==> config.mk <==
export PLATFORM = sky130hd
export DESIGN_NAME = tcdi_top
export DESIGN_NICKNAME = d
export VERILOG_FILES = /design/src/include/tcdi_pkg.sv /design/src/hw/tcdi_filter.sv /design/src/hw/tcdi_top.sv
export SDC_FILE = /design/constraint.sdc
export NUM_CORES = 1
export LEC_CHECK = 0
export BUFFER_PORTS_ARGS = -buffer_cell sky130_fd_sc_hd__buf_2
export CORE_MARGIN = 2
export CORE_UTILIZATION = 30
export CTS_BUF_LIST = sky130_fd_sc_hd__clkbuf_2
export CTS_CLUSTER_DIAMETER = 30
export DETAILED_ROUTE_END_ITERATION = 8
export PLACE_DENSITY = 0.53
export SLEW_MARGIN = 0
export SYNTH_ARGS = -nofsm -noshare
export SYNTH_HDL_FRONTEND = slang
export SYNTH_SLANG_ARGS = --single-unit
==> constraint.sdc <==
create_clock -name i_clk -period 5.9 [get_ports i_clk]
set_clock_uncertainty 0.05 [all_clocks]
set_input_delay 1.18 -clock i_clk [delete_from_list [all_inputs] [get_ports i_clk]]
set_output_delay 1.18 -clock i_clk [all_outputs]
set_load 0.02 [all_outputs]
==> src/include/tcdi_pkg.sv <==
// Package: constants for the two-channel digital input block
package tcdi_pkg;
  // ==========================================================
  // Register map
  localparam logic [3:0] REG_INPUT_STATES = 4'h0;
  localparam logic [3:0] REG_MODULE_ID = 4'h1;
  localparam int NUM_CHANNELS = 2;
  localparam int BIT_CH0 = 0;
  localparam int BIT_CH1 = 1;
  localparam logic [7:0] RESERVED_READ = 8'h00;
  // Identification value is arbitrary
  localparam logic [31:0] MODULE_ID_DEFAULT = 32'h0000_2a51;
  // ==========================================================
  // Timing
  localparam int CLK_HZ = 25000000;
  localparam int FILTER_US = 3000;
  localparam int FILTER_CYCLES = (CLK_HZ / 1000000) * FILTER_US;
  // Flash period for configuration error, half period
  localparam int FLASH_HALF_MS = 250;
  localparam int FLASH_CYCLES = (CLK_HZ / 1000) * FLASH_HALF_MS;
  // ==========================================================
  // Indicator modes
  typedef enum logic [4:0] {
    IND_OK = 5'h01,
    IND_MOD_ERR = 5'h02,
    IND_BUS_LOST = 5'h04,
    IND_PWR_ERR = 5'h08,
    IND_CFG_ERR = 5'h10
  } tcdi_ind_e;
endpackage

==> src/hw/tcdi_filter.sv <==
// Module: per-channel fixed-delay input filter
`timescale 1ns/10ps
module tcdi_filter #(
  parameter int DELAY_CYCLES = tcdi_pkg::FILTER_CYCLES
) (
  // Clock and reset
  input wire logic i_clk,
  input wire logic i_nrst,
  input wire logic i_ce,
  // Raw and filtered level
  input wire logic i_raw,
  output logic o_state
);
  localparam int CW = $clog2(DELAY_CYCLES + 1);
  localparam logic [CW-1:0] LAST = CW'(DELAY_CYCLES - 1);

  initial begin
    if (DELAY_CYCLES < 1) $error("delay must be at least one cycle");
  end

  logic [CW-1:0] cnt, next_cnt;
  logic state, next_state;

  always_comb begin
    next_cnt = cnt;
    next_state = state;
    if (i_raw == state) begin
      next_cnt = '0;
    end else if (cnt == LAST) begin
      next_state = i_raw;
      next_cnt = '0;
    end else begin
      next_cnt = cnt + CW'(1);
    end
  end

  always_ff @(posedge i_clk or negedge i_nrst) begin
    if (!i_nrst) begin
      cnt <= '0;
      state <= 1'b0;
    end else if (i_ce) begin
      cnt <= next_cnt;
      state <= next_state;
    end
  end

  assign o_state = state;
endmodule // tcdi_filter

==> src/hw/tcdi_top.sv <==
// Module: two-channel digital input with process image and indicators
// ==========================================================
// Notes on behaviour
// - Two independent channels, one bit each
// - Read-only byte at offset zero, reserved zero
// - Bus writes are ignored entirely
// - Rising edge reported after three milliseconds
// - Falling edge reported after three milliseconds
// - Green indicator follows filtered channel always
// - Run and fault indicators show five states
// - No interrupts, parameters or diagnostics
`timescale 1ns/10ps
module tcdi_top #(
  parameter int NCH = tcdi_pkg::NUM_CHANNELS,
  parameter int FILTER_CYCLES = tcdi_pkg::FILTER_CYCLES,
  parameter int FLASH_CYCLES = tcdi_pkg::FLASH_CYCLES,
  parameter logic [31:0] MODULE_ID = tcdi_pkg::MODULE_ID_DEFAULT
) (
  // Clock, reset, enable
  input wire logic i_clk,
  input wire logic i_nrst,
  input wire logic i_ce,
  // Field inputs
  input wire logic i_field_input_ch0,
  input wire logic i_field_input_ch1,
  // Register access
  input wire logic i_rd,
  input wire logic i_wr,
  input wire logic [3:0] i_addr,
  input wire logic [7:0] i_wdata,
  input wire logic [1:0] i_id_byte,
  output logic [7:0] o_rdata,
  // System status
  input wire logic i_bus_ok,
  input wire logic i_bus_pwr_ok,
  input wire logic i_module_err,
  input wire logic i_config_err,
  // Indicators
  output logic [1:0] o_channel_state_indicator,
  output logic o_run_indicator,
  output logic o_module_fault_indicator
);
  initial begin
    if (NCH != 2) $error("block serves exactly two channels");
    if (FILTER_CYCLES < 1) $error("filter delay must be at least one cycle");
    if (FLASH_CYCLES < 2) $error("flash period too short");
  end

  // ==========================================================
  // Channel filters
  logic [NCH-1:0] raw;
  logic [NCH-1:0] filt;
  assign raw = {i_field_input_ch1, i_field_input_ch0};

  genvar g;
  generate
    for (g = 0; g < NCH; g++) begin : g_ch
      tcdi_filter #(.DELAY_CYCLES(FILTER_CYCLES)) u_filt (
        .i_clk(i_clk),
        .i_nrst(i_nrst),
        .i_ce(i_ce),
        .i_raw(raw[g]),
        .o_state(filt[g])
      );
    end
  endgenerate

  // Indicators are not gated by bus state so they work without bus supply
  assign o_channel_state_indicator = filt;

  // ==========================================================
  // Register read path; writes have no decode at all
  function automatic logic [7:0] id_byte(input logic [31:0] id, input logic [1:0] sel);
    id_byte = id[8*sel +: 8];
  endfunction

  logic [7:0] rdata, next_rdata;
  logic unused_wr;
  assign unused_wr = i_wr ^ (^i_wdata);

  always_comb begin
    next_rdata = rdata;
    if (i_rd) begin
      unique case (i_addr)
        tcdi_pkg::REG_INPUT_STATES: begin
          next_rdata = tcdi_pkg::RESERVED_READ;
          next_rdata[tcdi_pkg::BIT_CH0] = filt[0];
          next_rdata[tcdi_pkg::BIT_CH1] = filt[1];
        end
        tcdi_pkg::REG_MODULE_ID: begin
          next_rdata = id_byte(MODULE_ID, i_id_byte);
        end
        default: begin
          next_rdata = tcdi_pkg::RESERVED_READ;
        end
      endcase
    end
  end

  always_ff @(posedge i_clk or negedge i_nrst) begin
    if (!i_nrst) begin
      rdata <= 8'h00;
    end else if (i_ce) begin
      rdata <= next_rdata;
    end
  end
  assign o_rdata = rdata;

  // ==========================================================
  // Module indicators
  localparam int FW = $clog2(FLASH_CYCLES + 1);
  localparam logic [FW-1:0] FLASH_LAST = FW'(FLASH_CYCLES - 1);

  tcdi_pkg::tcdi_ind_e mode, next_mode;
  logic [FW-1:0] fcnt, next_fcnt;
  logic flash, next_flash;
  logic run, next_run, fault, next_fault;

  // ==========================================================
  // Flash timer; runs on every enabled cycle regardless of mode, so the pattern phase stalls only while i_ce is low
  always_comb begin
    next_fcnt = (fcnt == FLASH_LAST) ? '0 : fcnt + FW'(1);
    next_flash = (fcnt == FLASH_LAST) ? ~flash : flash;
  end

  always_ff @(posedge i_clk or negedge i_nrst) begin
    if (!i_nrst) begin
      fcnt <= '0;
      flash <= 1'b0;
    end else if (i_ce) begin
      fcnt <= next_fcnt;
      flash <= next_flash;
    end
  end

  // ==========================================================
  // Status priority
  always_comb begin
    // Power error dominates, since the bus cannot be trusted then
    if (!i_bus_pwr_ok) next_mode = tcdi_pkg::IND_PWR_ERR;
    else if (i_config_err) next_mode = tcdi_pkg::IND_CFG_ERR;
    else if (!i_bus_ok) next_mode = tcdi_pkg::IND_BUS_LOST;
    else if (i_module_err) next_mode = tcdi_pkg::IND_MOD_ERR;
    else next_mode = tcdi_pkg::IND_OK;
  end

  // Reset shows the power error pattern until status is sampled
  always_ff @(posedge i_clk or negedge i_nrst) begin
    if (!i_nrst) begin
      mode <= tcdi_pkg::IND_PWR_ERR;
    end else if (i_ce) begin
      mode <= next_mode;
    end
  end

  // ==========================================================
  // Indicator pattern per mode, one cycle behind the mode register
  always_comb begin
    unique case (mode)
      tcdi_pkg::IND_OK: begin
        next_run = 1'b1;
        next_fault = 1'b0;
      end
      tcdi_pkg::IND_MOD_ERR: begin
        next_run = 1'b1;
        next_fault = 1'b1;
      end
      tcdi_pkg::IND_BUS_LOST: begin
        next_run = 1'b0;
        next_fault = 1'b1;
      end
      tcdi_pkg::IND_PWR_ERR: begin
        next_run = 1'b0;
        next_fault = 1'b0;
      end
      tcdi_pkg::IND_CFG_ERR: begin
        next_run = flash;
        next_fault = flash;
      end
      default: begin
        next_run = 1'b0;
        next_fault = 1'b1;
      end
    endcase
  end

  always_ff @(posedge i_clk or negedge i_nrst) begin
    if (!i_nrst) begin
      run <= 1'b0;
      fault <= 1'b0;
    end else if (i_ce) begin
      run <= next_run;
      fault <= next_fault;
    end
  end

  assign o_run_indicator = run;
  assign o_module_fault_indicator = fault;
endmodule // tcdi_top

; Word level (Yosys, flattened, before mapping)
; Index checks and enable logic that the tools add are counted.
[word_totals]
register_bits = 75
inputBits = 25
output_inout_bits = 12
elab_cells = 46
[op_classes]
addsub = 3
n_eq_ne = 10
n_shift = 1
muxes = 12
bitwise = 3
reduce_logical = 7
[ops]
columns = operator, n
row1 = 2-to-1 mux 17 bit, 4
row2 = "adder 17 x 1 -> 17 bit, second input constant", 2
row3 = "equality test 17 bit, second input constant", 2
row4 = "variable part select 32 x 6 -> 8 bit, first input constant", 1
row5 = "adder 23 x 1 -> 23 bit, second input constant", 1
row6 = "equality test 23 bit, second input constant", 1
row7 = 2-to-1 mux 23 bit, 1
row8 = case mux 8 bit (2 select lines), 1
row9 = 2-to-1 mux 5 bit, 2
row10 = AND reduction 3 bit, 2
row11 = "equality test 5 x 1 -> 1 bit, second input constant", 1
row12 = "equality test 5 x 2 -> 1 bit, second input constant", 1
row13 = "equality test 5 x 4 -> 1 bit, second input constant", 1
row14 = "equality test 5 bit, second input constant", 1
row15 = "equality test 4 x 1 -> 1 bit, second input constant", 1
row16 = logical NOT 4 bit, 1
row17 = case mux 1 bit (2 select lines), 2
row18 = AND reduction 2 bit, 2
row19 = OR reduction 2 bit, 2
row20 = 2-to-1 mux 3 bit, 1
row21 = inverter 1 bit, 3
row22 = equality test 1 bit, 2
row23 = 2-to-1 mux 2 bit, 1

; Logic depth before layout (Yosys ltp)
[logic_depth]
word_depth = 4
depth_mapped = 6

; Cells and area by module
; From an unflattened synthesis, not the netlist that was laid out.
[unflattened]
hier_cells = 437
hier_area_um2 = 4050.1
[by_module_without_submodules]
columns = module, instances, cells_per_inst, area_per_inst_um2, seq_area_each_um2
row1 = tcdi_filter, 2, 125, 1122.3, 450.4
row2 = tcdi_top, 1, 187, 1805.5, 877.1

; Least setup slack after synthesis
; No wires, ideal clock.
[synth_timing]
path_type = in2reg
startpoint = input port i_ce
endpoint = register fcnt[20]
setup_ns = 0.074
arrival_time_ns = 2.512
required_ns = 5.776
path_slack_ns = 3.263
cell_stages = 5
n_path_buf = 1
path_cell_list = nand4_1 or4_4 buf_6 or4_4 a21oi_2
[synth_rtl]
columns = element, line_no
row1 = start: declaration, tcdi_top.sv:22  ; input wire logic i_ce,
row2 = end signal: assignment, tcdi_top.sv:131  ; fcnt <= next_fcnt;
row3 = end: declaration, tcdi_top.sv:115  ; logic [FW-1:0] fcnt, next_fcnt;

; Worst setup path in the final report
[layout_timing]
startpoint = register g_ch[0].u_filt.cnt[8]
endpoint = register g_ch[0].u_filt.cnt[15]
[layout_between]
elab_chain_cells = 3
[layout_lines]
columns = element, line_no
row1 = start: declaration, tcdi_filter.sv:21  ; logic [CW-1:0] cnt, next_cnt;
row2 = start signal: assignment, tcdi_filter.sv:42  ; cnt <= next_cnt;
row3 = adder 17 x 1 -> 17 bit / equality test 17 bit (equally long branches), "tcdi_filter.sv:33, tcdi_filter.sv:29"
row4 = 2-to-1 mux 17 bit (*), tcdi_filter.sv:29  ; end else if (cnt == LAST) begin
row5 = 2-to-1 mux 17 bit (*), tcdi_filter.sv:27  ; if (i_raw == state) begin
; Every way passes the cells marked *; elsewhere a longest branch is shown, timed or not.
; A chain may end at the register's enable or synchronous reset.

==> metrics.txt <==
hold depth=2; CTS Buf Count=9; port bufs=25; DP Wirelength=5910 um; status=completed; CTS tree=built; Crit path required time=6.29 ns; Core Area=13,100 um2; ys flop type=dfrtp_1; Fin Setup TNS=0 ns; share of the synthesized area in the top cell type=0.438; GRT Resource Usage Total=0.132; post_cts resized=0; Cell Rows=42; #FFs+latches synth=71; vias per cell=5.44; vias in the first global route=3,237; part of the cycle the worst path needs=0.494; largest net degree at the start of global routing=72; fin. max-slew vios=0; Mapped Avg Cell Area=9.69 um2; clk slew on worst S/H paths=0.19 ns; Synth area leaders=dfrtp_1 (44%), nor4_1 (3.9%), nand2_1 (3.7%), o311ai_0 (3.5%), o21a_1 (3.2%); Post-layout nets=451; Reg2Reg Capture Point=g_ch[0].u_filt.cnt[15]; Mapped Area=4000 um2; first-pass GRT wire length=15,300 um; clock latency on the worst-skew pair=0.53 ns; post-layout min period=2.92 ns; Mapped Cells=413; logic gate share of total power=0.124; Setup CP Type=register to register; fillers=1,386; DRT iter0 DRCs=182; EDFF count, synth=0; GP Congestion=0.771; share of cells above drive strength 1=0.136; placed cell area=4230 um2; Sw Ratio=0.320; area grow syn2layout=7.82%; path depth of the worst reg2reg path=4; sequential share of the synthesized area=0.444; Startpoint Class=register; FF-to-FF setup slack=2.98 ns; maximum vdd ir drop=66.8 uV; crit path DAT=3.31 ns; antenna violations before repair=1; pwr/cell area=213 nW/um2; Clock Tree Root=clkbuf_2; clock tree buffer depth=2; hold path start=o_rdata[0]; wire length per cell=14.7 um; DRT Pass-1 Iters=4; Finished Cell Area=4310 um2; grt total ovfl=0; Yosys cell types=55; Pleak=1.71 nW; Clk network pwr share=0.243; Post-DRT Antenna Nets=0; via count=3,290; switching power=295 uW; # clock sinks=71; CTS Hold Bufs=0; Synth async-reset ratio=1.00; unrepaired setup endpoints after global routing=no; Post-CTS Setup Inserts=0; total of max-cap violations=0; Slew @ Worst Pin=1.21 ns; DRC viols=0; register share of total power=0.633; Max-slew headroom=0.184; Routed Wire Length=8890 um; die footprint=14,300 um2; Hold Path End=o_rdata[0]; worst min path class=register to register; Synth warnings=0; crit-path max FO=26; Power Internal=626 uW; Boundary Pins=37; Hold Vio Cnt, Final=0; Initial Util=0.305; Die Width=119 um; leading area contributor after synthesis=dfrtp_1; final setup violation count=0; Die Y-Extent=119 um; Max Freq=343 MHz; H-tree depth=3; FF-to-FF Start=g_ch[0].u_filt.cnt[8]; Crit. End Element=register
layout by cell type, fill, tap and decap left out, drive strengths merged, types with 3 or more instances in the layout:
cell    count
a211oi      4
a21oi      11
a22o        6
a311oi      3
and3        9
and4        3
buf        28
clkbuf     10
clkinv      5
dfrtp      70
ha          3
inv         5
mux2        6
nand2      39
nand3      19
nand4      16
nor2       19
nor3       18
nor3b       5
nor4       27
nor4b       4
o21a       17
o21ai       9
o22a        8
o311ai     16
o31ai       8
or2         3
or3         5
or4         5
or4b        4
xnor2      10
xor2        8
stage by stage:
stage / power [mW] / utilization / instances / hold WS [ns] / setup slack (ns)
6_report: 0.921 / 0.328 / 605 / 0.459 / 2.98
5_1_grt: 0.981 / 0.328 / 605 / 0.499 / 2.80
4_1_cts: 0.936 / 0.328 / 604 / 0.473 / 2.99
3_5_place_dp: 0.706 / 0.322 / 588 / 0.431 / 2.56
3_3_place_gp: 0.703 / 0.322 / 588 / 0.420 / 2.56
2_1_floorplan: 0.660 / - / 414 / 0.414 / 3.26
layout make-up:
class,count,area [um2],share of cell area
tap,176,220,0.0510
antenna,1,2.50,0.000580
clock inverter,6,27.5,0.00638
sequential,71,1780,0.412
inverter,5,18.8,0.00435
multi-input combinational,308,2070,0.479
timing repair buffer,28,150,0.0348
clock buffer,10,50.0,0.0116
synthesized netlist by cell type, types with 5 or more instances:
master and number:
xor2_1 8, o21a_1 17, buf_4 7, nor3b_1 5, o21ai_0 9, xnor2_1 10
a22o_1 6, nor2_1 19, dfrtp_1 70, o31ai_1 8, o22a_1 8, and3_1 9
a21oi_1 10, nand4_1 16, inv_1 5, o311ai_0 16, nor3_1 18, nor4_1 25
nand2_1 39, nand3_1 18, or3_1 5, clkbuf_1 19, mux2_2 6
routing by layer:
| layer | wire length, um | GRT usage | part of all wire | up-vias |
|---|---|---|---|---|
| li1 | - | - | - | 1608 |
| met5 | 0 | 0 | 0 | - |
| met1 | 4390 | 0.175 | 0.49 | 1637 |
| met3 | 178 | 0.0247 | 0.020 | 14 |
| met2 | 4090 | 0.205 | 0.46 | 31 |
| met4 | 227 | 0.0691 | 0.026 | 0 |
state kept, by name, summed over array words and instances (netlist names):
| signal | cells |
|---|---|
| fcnt | 23 |
| o_module_fault_indicator | 1 |
| o_run_indicator | 1 |
| mode | 5 |
| g_ch.u_filt.o_state | 2 |
| o_rdata | 4 |
| g_ch.u_filt.cnt | 34 |
| flash | 1 |
worst max-delay path, cell delays in order (launching register included):
cell,delay (ns)
dfrtp_1,0.50
or4b_4,0.57
nor4_4,1.06
nor2_1,0.28
a221o_1,0.36
power by group through the flow:
stage	sequential (mW)	combinational [mW]	clock, mW
2_1_floorplan	0.576	0.0841	0
3_3_place_gp	0.590	0.113	0
3_5_place_dp	0.591	0.115	0
4_1_cts	0.582	0.116	0.237
5_1_grt	0.594	0.131	0.256
6_report	0.583	0.114	0.223
logic make-up after synthesis:
family / Yosys count / synth area share
and+or+nand+nor: 186 / 0.269
AOI/OAI and AO/OA: 91 / 0.171
DFF: 71 / 0.444
buffers and inverters: 35 / 0.0438
xor gates and xnor gates: 18 / 0.0394
muxes: 8 / 0.0219
adders and majority gates: 3 / 0.00938
other: 1 / 0.000937
how the worst max path moves through the flow:
| stage | from | to | slack, ns | cells after the start |
|---|---|---|---|---|
| finish | g_ch[0].u_filt.cnt[8] | g_ch[0].u_filt.cnt[15] | 2.98 | 4 |
| global route | g_ch[0].u_filt.cnt[3] | g_ch[0].u_filt.cnt[15] | 2.80 | 4 |
| CTS | g_ch[0].u_filt.cnt[8] | g_ch[0].u_filt.cnt[15] | 2.99 | 4 |
| detailed placement | i_ce | g_ch[1].u_filt.cnt[2] | 2.56 | 5 |
| global placement | i_ce | g_ch[1].u_filt.cnt[2] | 2.56 | 5 |
| floorplan | i_ce | fcnt[20] | 3.26 | 5 |
Power figures use the tool's default switching activity.
